## config.mk

```make
export PLATFORM = sky130hd
export DESIGN_NAME = iec_interrupt_enable_control
export DESIGN_NICKNAME = d
export VERILOG_FILES = /design/src/rtl/iec_pkg.sv /design/src/rtl/iec_interrupt_enable_control.sv
export SDC_FILE = /design/constraint.sdc
export NUM_CORES = 1
export LEC_CHECK = 0
export ABC_CLOCK_PERIOD_IN_PS = 1500
export BUFFER_PORTS_ARGS = -buffer_cell sky130_fd_sc_hd__buf_2
export CAP_MARGIN = 20
export CORE_MARGIN = 2
export CORE_UTILIZATION = 44
export CTS_CLUSTER_SIZE = 30
export DETAILED_ROUTE_END_ITERATION = 16
export PLACE_DENSITY = 0.88
export SYNTH_ARGS = -nofsm -noshare
export SYNTH_HDL_FRONTEND = slang
export SYNTH_SLANG_ARGS = --single-unit
```

## constraint.sdc

```tcl
create_clock -name clk -period 1.5 [get_ports clk]
set_clock_uncertainty 0.05 [all_clocks]
set_input_delay 0.15 -clock clk [delete_from_list [all_inputs] [get_ports clk]]
set_output_delay 0.15 -clock clk [all_outputs]
set_load 0.005 [all_outputs]
```

## src/rtl/iec_pkg.sv

```systemverilog
// Package of register map, field positions and bus types for the block
package iec_pkg;
  // Register byte addresses on the 32-bit bus
  localparam logic [4:0] ADDR_CONTROL = 5'h00;
  localparam logic [4:0] ADDR_ENABLE_ONE = 5'h04;
  localparam logic [4:0] ADDR_ENABLE_TWO = 5'h08;
  localparam logic [4:0] ADDR_REQUEST_ONE = 5'h0c;
  localparam logic [4:0] ADDR_REQUEST_TWO = 5'h10;
  localparam logic [4:0] ADDR_EDGE_SELECT = 5'h14;
  localparam logic [4:0] ADDR_PIN_SELECT = 5'h18;
  localparam logic [4:0] ADDR_STATUS = 5'h1c;

  // Field positions of interrupt_control
  localparam int CTL_GLOBAL_GATE = 7;
  localparam int CTL_PERIPH_GATE = 6;
  localparam int CTL_T0_ENABLE = 5;
  localparam int CTL_EXT_ENABLE = 4;
  localparam int CTL_PIN_ENABLE = 3;
  localparam int CTL_T0_FLAG = 2;
  localparam int CTL_EXT_FLAG = 1;
  localparam int CTL_PIN_FLAG = 0;

  // Field positions of peripheral_enable_one and peripheral_request_one
  localparam int P1_TIMER_ONE_GATE = 7;
  localparam int P1_CONVERTER_DONE = 6;
  localparam int P1_LIMIT_TIMER = 2;
  localparam int P1_TIMER_TWO = 1;
  localparam int P1_TIMER_ONE_ROLL = 0;

  // Field positions of peripheral_enable_two and peripheral_request_two
  localparam int P2_SECOND_COMP = 5;
  localparam int P2_FIRST_COMP = 4;
  localparam int P2_OUTPUT_GEN = 2;
  localparam int P2_CAPTURE = 0;

  // Implemented bits, everything else reads as zero
  localparam logic [7:0] MASK_ONE = 8'hc7;
  localparam logic [7:0] MASK_TWO = 8'h35;

  // Reset values
  localparam logic [7:0] RESET_CONTROL = 8'h00;
  localparam logic [7:0] RESET_ENABLE = 8'h00;
  localparam logic [7:0] RESET_REQUEST = 8'h00;
  localparam logic RESET_EDGE_SELECT = 1'b1;

  // Status register fields
  localparam int STS_CORE_IRQ = 0;
  localparam int STS_PERIPH_PENDING = 1;

  // Event pulses from the surrounding peripherals
  typedef struct packed {
    logic timer_zero_rollover;
    logic [7:0] request_one_set;
    logic [7:0] request_two_set;
  } iec_events_type;

  // Avalon-MM request from the master
  typedef struct packed {
    logic read;
    logic write;
    logic [4:0] address;
    logic [31:0] writedata;
  } iec_bus_req_type;
endpackage : iec_pkg

```

## src/rtl/iec_interrupt_enable_control.sv

```systemverilog
// Interrupt enable, flag and request logic behind an Avalon-MM slave
//
// Our own choices: the placing of the registers and the Avalon-MM register port.
`timescale 1ns/1ps
`default_nettype none

// Register map: byte offsets on the bus, register data in bits 7:0
// Upper read data bits are always zero; unmapped reads return zero
//
// 0x00 interrupt_control, reset 0x00
//   bit 7 global_irq_gate: master gate over every request
//   bit 6 peripheral_irq_gate: gate over all peripheral pairs
//   bit 5 timer_zero_overflow_enable: enables the rollover request
//   bit 4 external pin enable: enables the external edge request
//   bit 3 pin_change_irq_enable: enables the pin-change request
//   bit 2 timer_zero_overflow_flag: sticky, set on rollover
//   bit 1 external_pin_irq_flag: sticky, set on the chosen edge
//   bit 0 pin_change_irq_flag: sticky, set on a selected pin change
//
// 0x04 peripheral_enable_one, reset 0x00
//   bit 7 timer_one_gate_enable
//   bit 6 converter_done_enable
//   bit 2 limit_timer_match_enable
//   bit 1 timer_two_match_enable
//   bit 0 timer_one_rollover_enable
//   bits 5 to 3 are not built: writes ignored, reads zero
//
// 0x08 peripheral_enable_two, reset 0x00
//   bit 5 second_comparator_enable
//   bit 4 first_comparator_enable
//   bit 2 output_generator_shutdown_enable
//   bit 0 capture_compare_enable
//   bits 7, 6, 3 and 1 are not built: writes ignored, reads zero
//
// 0x0c peripheral_request_one: flags paired with enable one
//   Same built positions as enable one; events set, software clears
//
// 0x10 peripheral_request_two: flags paired with enable two
//   Same built positions as enable two; events set, software clears
//
// 0x14 edge select, reset 1
//   bit 0: one picks rising edges, zero picks falling edges
//
// 0x18 pin_change_select, reset 0
//   One bit per monitored port pin, PIN_COUNT bits wide
//
// 0x1c status, read only
//   bit 0 mirrors the registered core request
//   bit 1 shows any enabled peripheral pair pending, before the gates
//
// Bus timing: every access takes one wait cycle. The request edge
// raises the acknowledge; the next edge completes the access, so a
// write lands there and read data captured in the wait cycle stands.
// Read data is held until the next read begins.
//
// Flag hazard: a hardware set in the same cycle as a software write of
// zero wins, so an event is never lost to a clear that races it.
// Software may also set a flag by writing one, which is useful to
// raise a test request without the surrounding peripheral.
//
// Request timing: the core request is registered, so it follows the
// flags, enables and gates with one cycle of delay. Clearing a gate
// therefore drops the request one edge after the write lands.

module iec_interrupt_enable_control #(
  parameter int PIN_COUNT = 6
) (
  input wire logic clk,
  input wire logic rstn,
  input wire iec_pkg::iec_bus_req_type bus_req,
  output logic avs_waitrequest,
  output logic [31:0] avs_readdata,
  input wire iec_pkg::iec_events_type events,
  input wire logic external_interrupt_pin,
  input wire logic [PIN_COUNT-1:0] port_pins,
  output logic core_irq_request
);

  // Elaboration check on the pin count
  if (PIN_COUNT < 1 || PIN_COUNT > 8) begin : g_bad_pins
    $error("PIN_COUNT must lie between 1 and 8");
  end

  logic ack_reg;
  logic [31:0] readdata_reg;
  logic [7:0] control_reg;
  logic [7:0] control_next;
  logic [7:0] enable_one_reg;
  logic [7:0] enable_two_reg;
  logic [7:0] request_one_reg;
  logic [7:0] request_one_next;
  logic [7:0] request_two_reg;
  logic [7:0] request_two_next;
  logic edge_select_reg;
  logic [PIN_COUNT-1:0] pin_select_reg;
  logic ext_prev_reg;
  logic [PIN_COUNT-1:0] pins_prev_reg;
  logic primed_reg;
  logic irq_reg;
  logic bus_active;
  logic write_fire;
  logic ext_edge;
  logic [PIN_COUNT-1:0] pin_changed;
  logic pin_change_event;
  logic [7:0] set_control;
  logic periph_pending;
  logic core_pending;
  logic irq_next;
  logic [7:0] wbyte;

  assign wbyte = bus_req.writedata[7:0];

  // Every access waits one cycle; the answer edge is the one after the first
  assign bus_active = bus_req.read | bus_req.write;
  assign avs_waitrequest = bus_active & ~ack_reg;
  assign write_fire = bus_req.write & ack_reg;
  assign avs_readdata = readdata_reg;
  assign core_irq_request = irq_reg;

  // Wait-state toggle: high for the cycle in which the answer is given
  always_ff @(posedge clk or negedge rstn) begin
    if (!rstn) begin
      ack_reg <= 1'b0;
    end else begin
      ack_reg <= bus_active & ~ack_reg;
    end
  end

  // First cycle after reset has no valid previous pin level
  always_ff @(posedge clk or negedge rstn) begin
    if (!rstn) begin
      primed_reg <= 1'b0;
    end else begin
      primed_reg <= 1'b1;
    end
  end

  // Previous pin levels for edge and change detection
  always_ff @(posedge clk or negedge rstn) begin
    if (!rstn) begin
      ext_prev_reg <= 1'b0;
      pins_prev_reg <= '0;
    end else begin
      ext_prev_reg <= external_interrupt_pin;
      pins_prev_reg <= port_pins;
    end
  end

  // Edge on the external pin in the chosen direction
  always_comb begin
    if (edge_select_reg) begin
      ext_edge = primed_reg & external_interrupt_pin & ~ext_prev_reg;
    end else begin
      ext_edge = primed_reg & ~external_interrupt_pin & ext_prev_reg;
    end
  end

  // Change detection on each selected port pin
  for (genvar i = 0; i < PIN_COUNT; i++) begin : g_pin_change
    assign pin_changed[i] = primed_reg & pin_select_reg[i]
      & (port_pins[i] ^ pins_prev_reg[i]);
  end
  assign pin_change_event = |pin_changed;

  // Core flag set terms, independent of any enable
  always_comb begin
    set_control = 8'h00;
    set_control[iec_pkg::CTL_T0_FLAG] = events.timer_zero_rollover;
    set_control[iec_pkg::CTL_EXT_FLAG] = ext_edge;
    set_control[iec_pkg::CTL_PIN_FLAG] = pin_change_event;
  end

  // Control next value: a hardware set wins over a software clear
  always_comb begin
    if (write_fire && bus_req.address == iec_pkg::ADDR_CONTROL) begin
      control_next = wbyte | set_control;
    end else begin
      control_next = control_reg | set_control;
    end
  end

  // Request flags: software writes, events set, unimplemented bits stay zero
  always_comb begin
    request_one_next = request_one_reg;
    request_two_next = request_two_reg;
    if (write_fire && bus_req.address == iec_pkg::ADDR_REQUEST_ONE) begin
      request_one_next = wbyte;
    end
    if (write_fire && bus_req.address == iec_pkg::ADDR_REQUEST_TWO) begin
      request_two_next = wbyte;
    end
    request_one_next = (request_one_next | events.request_one_set)
      & iec_pkg::MASK_ONE;
    request_two_next = (request_two_next | events.request_two_set)
      & iec_pkg::MASK_TWO;
  end

  // Flag registers
  always_ff @(posedge clk or negedge rstn) begin
    if (!rstn) begin
      control_reg <= iec_pkg::RESET_CONTROL;
      request_one_reg <= iec_pkg::RESET_REQUEST;
      request_two_reg <= iec_pkg::RESET_REQUEST;
    end else begin
      control_reg <= control_next;
      request_one_reg <= request_one_next;
      request_two_reg <= request_two_next;
    end
  end

  // Enable and configuration registers written by software
  always_ff @(posedge clk or negedge rstn) begin
    if (!rstn) begin
      enable_one_reg <= iec_pkg::RESET_ENABLE;
      enable_two_reg <= iec_pkg::RESET_ENABLE;
      edge_select_reg <= iec_pkg::RESET_EDGE_SELECT;
      pin_select_reg <= '0;
    end else if (write_fire) begin
      if (bus_req.address == iec_pkg::ADDR_ENABLE_ONE) begin
        enable_one_reg <= wbyte & iec_pkg::MASK_ONE;
      end else if (bus_req.address == iec_pkg::ADDR_ENABLE_TWO) begin
        enable_two_reg <= wbyte & iec_pkg::MASK_TWO;
      end else if (bus_req.address == iec_pkg::ADDR_EDGE_SELECT) begin
        edge_select_reg <= wbyte[0];
      end else if (bus_req.address == iec_pkg::ADDR_PIN_SELECT) begin
        pin_select_reg <= wbyte[PIN_COUNT-1:0];
      end
    end
  end

  // Peripheral enable-flag pairs, bit by bit in matching positions
  always_comb begin
    periph_pending =
      (enable_one_reg[iec_pkg::P1_TIMER_ONE_GATE]
        & request_one_reg[iec_pkg::P1_TIMER_ONE_GATE])
      | (enable_one_reg[iec_pkg::P1_CONVERTER_DONE]
        & request_one_reg[iec_pkg::P1_CONVERTER_DONE])
      | (enable_one_reg[iec_pkg::P1_LIMIT_TIMER]
        & request_one_reg[iec_pkg::P1_LIMIT_TIMER])
      | (enable_one_reg[iec_pkg::P1_TIMER_TWO]
        & request_one_reg[iec_pkg::P1_TIMER_TWO])
      | (enable_one_reg[iec_pkg::P1_TIMER_ONE_ROLL]
        & request_one_reg[iec_pkg::P1_TIMER_ONE_ROLL])
      | (enable_two_reg[iec_pkg::P2_SECOND_COMP]
        & request_two_reg[iec_pkg::P2_SECOND_COMP])
      | (enable_two_reg[iec_pkg::P2_FIRST_COMP]
        & request_two_reg[iec_pkg::P2_FIRST_COMP])
      | (enable_two_reg[iec_pkg::P2_OUTPUT_GEN]
        & request_two_reg[iec_pkg::P2_OUTPUT_GEN])
      | (enable_two_reg[iec_pkg::P2_CAPTURE]
        & request_two_reg[iec_pkg::P2_CAPTURE]);
  end

  // Core enable-flag pairs
  always_comb begin
    core_pending =
      (control_reg[iec_pkg::CTL_T0_ENABLE]
        & control_reg[iec_pkg::CTL_T0_FLAG])
      | (control_reg[iec_pkg::CTL_EXT_ENABLE]
        & control_reg[iec_pkg::CTL_EXT_FLAG])
      | (control_reg[iec_pkg::CTL_PIN_ENABLE]
        & control_reg[iec_pkg::CTL_PIN_FLAG]);
  end

  // Combined request: global gate over core pairs and gated peripherals
  always_comb begin
    irq_next = control_reg[iec_pkg::CTL_GLOBAL_GATE]
      & (core_pending
        | (control_reg[iec_pkg::CTL_PERIPH_GATE] & periph_pending));
  end

  // Registered request towards the core
  always_ff @(posedge clk or negedge rstn) begin
    if (!rstn) begin
      irq_reg <= 1'b0;
    end else begin
      irq_reg <= irq_next;
    end
  end

  // Read data captured in the wait cycle, zero for unmapped addresses
  always_ff @(posedge clk or negedge rstn) begin
    if (!rstn) begin
      readdata_reg <= 32'h0000_0000;
    end else if (bus_req.read && !ack_reg) begin
      readdata_reg <= 32'h0000_0000;
      if (bus_req.address == iec_pkg::ADDR_CONTROL) begin
        readdata_reg[7:0] <= control_reg;
      end else if (bus_req.address == iec_pkg::ADDR_ENABLE_ONE) begin
        readdata_reg[7:0] <= enable_one_reg;
      end else if (bus_req.address == iec_pkg::ADDR_ENABLE_TWO) begin
        readdata_reg[7:0] <= enable_two_reg;
      end else if (bus_req.address == iec_pkg::ADDR_REQUEST_ONE) begin
        readdata_reg[7:0] <= request_one_reg;
      end else if (bus_req.address == iec_pkg::ADDR_REQUEST_TWO) begin
        readdata_reg[7:0] <= request_two_reg;
      end else if (bus_req.address == iec_pkg::ADDR_EDGE_SELECT) begin
        readdata_reg[0] <= edge_select_reg;
      end else if (bus_req.address == iec_pkg::ADDR_PIN_SELECT) begin
        readdata_reg[PIN_COUNT-1:0] <= pin_select_reg;
      end else if (bus_req.address == iec_pkg::ADDR_STATUS) begin
        readdata_reg[iec_pkg::STS_CORE_IRQ] <= irq_reg;
        readdata_reg[iec_pkg::STS_PERIPH_PENDING] <= periph_pending;
      end
    end
  end

endmodule : iec_interrupt_enable_control

`default_nettype wire

```

* After elaboration in Yosys (flattened, before gate mapping) *
Cells that the tools add are included.
Widths: inputs -> output; s select.

operators by class
  reductions and logical operators = 11
  multiplexer cells = 14
  eq/ne operators = 7
  bitwise logic cells = 60

operators with widths
  operator            count
  $mux 8              6
  $and 1x1->1         32
  $eq 5x5->1 const B  4
  $or 8x3->8          2
  $mux 6              2
  $or 1x1->1          12
  $eq 5x4->1 const B  2
  $or 8x8->8          1
  $not 1->1           6
  $or 6x6->6          1
  $reduce_or 6->1     1
  $xor 1x1->1         6
  $eq 5x3->1 const B  1
  $logic_not 5->1     1
  $mux 5              1
  $reduce_and 5->1    1
  $logic_and 1x1->1   4
  $mux 2              2
  $mux 4              1
  $reduce_and 4->1    1
  $reduce_and 3->1    1
  $mux 1              2
  $reduce_and 2->1    1
  $logic_not 1->1     1

word-level totals
  output and inout port bits = 34
  word-level logic and storage cells = 105
  input port bits = 65
  flip-flop bits (word level) = 51

* Longest topological paths before layout *
  depth after elaboration = 17
  mapped depth = 6
  mapped depth without buffers = 4

* Least setup slack after synthesis *
No wires, ideal clock.

  kind = input -> register
  start = input bus_req[34] (netlist bit)
  end = register request_two_reg[0]
  arrival = 1.454 ns
  slack = -0.128 ns
  data required time = 1.326 ns
  cell stages on the path = 5
  setup time = 0.124 ns
  path buffers = 1
  path through = buf_6 -> or4b_4 -> nor3_4 -> nor2b_1 -> a211o_1

between the ends
  longest elaborated chain between the ends = 4

RTL lines
  element                  RTL line                             source
  from (decl)              iec_interrupt_enable_control.sv:70   input wire iec_pkg::iec_bus_req_type bus_req,
  $eq 5x5->1               iec_interrupt_enable_control.sv:189  if (write_fire && bus_req.address == iec_pkg::ADDR_REQUEST_TWO) begin
  $logic_and 1x1->1        iec_interrupt_enable_control.sv:189
  $mux 6                   iec_interrupt_enable_control.sv:189
  $or 6x6->6               iec_interrupt_enable_control.sv:194  request_two_next = (request_two_next | events.request_two_set)
  via request_two_next[0]  iec_interrupt_enable_control.sv:93   logic [7:0] request_two_next;
  to (signal assigned)     iec_interrupt_enable_control.sv:203  request_two_reg <= iec_pkg::RESET_REQUEST;
  to (signal assigned)     iec_interrupt_enable_control.sv:207  request_two_reg <= request_two_next;
  to (decl)                iec_interrupt_enable_control.sv:92   logic [7:0] request_two_reg;

The timed path passes the listed nets, and every way through them passes these cells.
A chain may end at the register's enable or synchronous reset.

* Worst setup path after layout *
  start = register ack_reg
  end = register pin_select_reg[0]

between the ends
  longest elaborated chain between the ends = 2

RTL lines
  element                     RTL line                             source
  from (decl)                 iec_interrupt_enable_control.sv:84   logic ack_reg;
  from (signal assigned)      iec_interrupt_enable_control.sv:125  ack_reg <= bus_active & ~ack_reg;
  $and 1x1->1                 iec_interrupt_enable_control.sv:116  assign write_fire = bus_req.write & ack_reg;
  $reduce_and 5->1 (no line)  n/a
  to (signal assigned)        iec_interrupt_enable_control.sv:226  pin_select_reg <= wbyte[PIN_COUNT-1:0];
  to (decl)                   iec_interrupt_enable_control.sv:95   logic [PIN_COUNT-1:0] pin_select_reg;

No other way between the ends.

==> impl_metrics.toml <==
[sta]
hold_viol_final = 0
slew_viol_final = 0
finalSetupTns_ns = 0
min_period_ns = 1.44
timing.hold.ws_ns = 0.0174
setup_violations = 0
timing.final.crit_share = 0.961
max_freq_mhz = 694
rsz0062_at_grt = "no"

[hold_path]
hp-class = "primary input to register"
hold_end = "control_reg[2]"
hold_depth = 2
holdCritStartpoint = "events[16]"

[synth]
yosys.area.top_type = "dfrtp_1"
async_reset_ff_frac = 1.00
synth_top_area_frac = 0.481
synth_seq_area_share = 0.491
synth_area_um2 = 2600
syn_avg_cell_area_um2 = 10.8
synth_cell_type_count = 46
synth-seq-cells = 51
yosysWarnings = 0
synth.top_cells.by_count = "50 x dfrtp_1, 24 x buf_4, 23 x mux2_2, 17 x nand2_1, 15 x nor2_1"
yosys-top-cells-area = "dfrtp_1 48%, mux2_2 10%, buf_4 6.9%, a211o_1 3.0%, a22oi_1 2.6%"
synthCells = 242
synthFlopType = "dfrtp_1"
synth.most_common_cell = "dfrtp_1"
synth_edf_count = 0

[die]
fp.dieW_um = 80.9
die_area_um2 = 6550
fp.dieH_um = 80.9
rows = 28
coreArea_um2 = 5820
boundaryPins = 99
floorplan.initialDensity = 0.448

[power_and_ir_drop]
ir_drop_v = 0.000475
power_density_nw_per_um2 = 877
comb_power_share = 0.181
p_leak_nw = 1.55
swShare = 0.273
switching_power_mw = 0.785
clock_power_share = 0.266
p_int_mw = 2.09
pwr-share-seq = 0.553

[global_route]
met2_usage = 0.337
grt_max_degree = 26
antenna_found_initial = 0
grt_pass1_wl_mm = 10.0
grtUsageMet3 = 0.0411
grt_overflow = 0
grt_util_met1 = 0.262
top_usage_layer = "met2"
grt_use_total = 0.204
grt_pass1_vias = 2096

[detailed_routing]
via_count = 2106
vias_per_cell = 5.23
ant_nets = 0
drt_pass1_iterations = 4
post-route-drc-count = 0
drtIter0Drc = 94
routed_wl_mm = 6.13
wire_per_inst_um = 15.2

[worst_setup_path]
r2r_start = "ack_reg"
critPathArrivalTime_ns = 1.59
crit_fanout = 6
critPathKind = "register to register"
reg2reg_depth = 4
ff2ff_setup_slack_ns = 0.06
r2r-end = "pin_select_reg[0]"
end_kind = "register"
cp.required_ns = 1.65
worst_setup_path_start_kind = "register"

[place]
dp_hpwl_mm = 4.72
port_buffers = 43
gp_congestion = 0.905

[layout]
num_antenna_cells = 0
final_core_util = 0.563
area_growth_pct = 25.9
fin_nets = 392
drive_gt1_frac = 0.329
num-fill-cells = 527

[cts]
cts_inserted_buffers = 5
clkSlewWorstSetupHoldPaths_ns = 0.09
clock_latency_ns = 0.31
clock_sinks = 51
clockRootBuffer = "clkbuf_8"
htree_num_levels = 2
cts_tree = "built"
clock_path_buffers = 2

[run_status]
outcome = "complete, no violations"

[job]
max_cap_viol_count = 0
## per-layer routing
metal	vias up	part of all wire
met5	-	0
met4	0	0.016
met3	9	0.065
met2	86	0.48
met1	1020	0.44
li1	991	-
## critical path: stages, from the launching register on
cell	delay, ns
dfrtp_1	0.37
and2_4	0.19
nand2_1	0.09
nor2_4	0.25
mux2_2	0.37
## power by group through the flow
| stage | Combinational [mW] | Sequential (mW) | Clock [mW] |
|---|---|---|---|
| after detailed placement | 0.473 | 1.61 | 0 |
| after CTS | 0.509 | 1.59 | 0.791 |
| after global routing | 0.583 | 1.60 | 0.842 |
| after floorplan | 0.315 | 1.58 | 0 |
| after global placement | 0.456 | 1.61 | 0 |
| final | 0.520 | 1.59 | 0.764 |
## kinds of logic (layout without fill, tap and decap cells)
group,after synthesis,after routing,share of synthesized area
and+or+nand+nor,72,72,0.149
AOI/OAI and AO/OA,45,45,0.125
xor gates and xnor gates,6,6,0.0202
DFF,51,51,0.491
other,2,25,0.00289
buffers and inverters,38,101,0.0933
muxes,28,28,0.119
## area by class of cell
class | count | area [um2] | area share
Inverter | 6 | 22.5 | 0.00688
Tap cell | 75 | 93.8 | 0.0286
Sequential cell | 51 | 1280 | 0.390
Clock inverter | 1 | 5.00 | 0.00153
Timing Repair Buffer | 87 | 601 | 0.183
Clock buffer | 7 | 76.3 | 0.0233
Multi-Input combinational cell | 176 | 1200 | 0.366
## per-stage QoR
stage                     cells  power, mW  instance area [um2]  setup slack [ns]
final                       403       2.87                 3280            0.0586
after global placement      377       2.06                 3000            -0.173
after CTS                   402       2.89                 3250            0.0144
after detailed placement    377       2.09                 3000            -0.211
after floorplan             265       1.89                 2710           -0.0627
after global routing        403       3.03                 3280            0.0112
## worst max path at each step
stage                      startpoint                 end  slack, ns  cells after the start
after floorplan           bus_req[34]  request_two_reg[0]      -0.06                      5
after global placement    bus_req[36]   enable_one_reg[2]      -0.17                      4
after detailed placement  bus_req[32]  request_two_reg[5]      -0.21                      5
after CTS                     ack_reg   pin_select_reg[0]       0.01                      4
after global routing          ack_reg   pin_select_reg[0]       0.01                      4
final                         ack_reg   pin_select_reg[0]       0.06                      4
## cell usage in the layout (no fill, tap or decap), drive strengths merged, types with 2 or more instances in the layout
cell / instances
buf: 70
dfrtp: 50
conb: 25
mux2: 23
nand2: 17
dlygate4sd3: 17
nor2: 16
nor2b: 9
a211o: 9
o21ai: 9
a22oi: 9
nand3: 8
clkbuf: 7
inv: 6
xor2: 6
mux2i: 5
nor3: 5
a21oi: 3
nand4: 2
nor3b: 2
or3: 2
a21o: 2
nand3b: 2
o211ai: 2
a221oi: 2
o31ai: 2
and4: 2
## timing repair
item / CTS / global route
hold buffers: 17 / 0
endpoints found under the setup margin: 11 / 13
pin swaps: 0 / 2
endpoints found under the hold margin: 32 / 0
gates resized for setup: 1 / 5
cloned: 0 / 0
buffers inserted: 0 / 1
No activity file was read; power rests on OpenSTA's default activity.
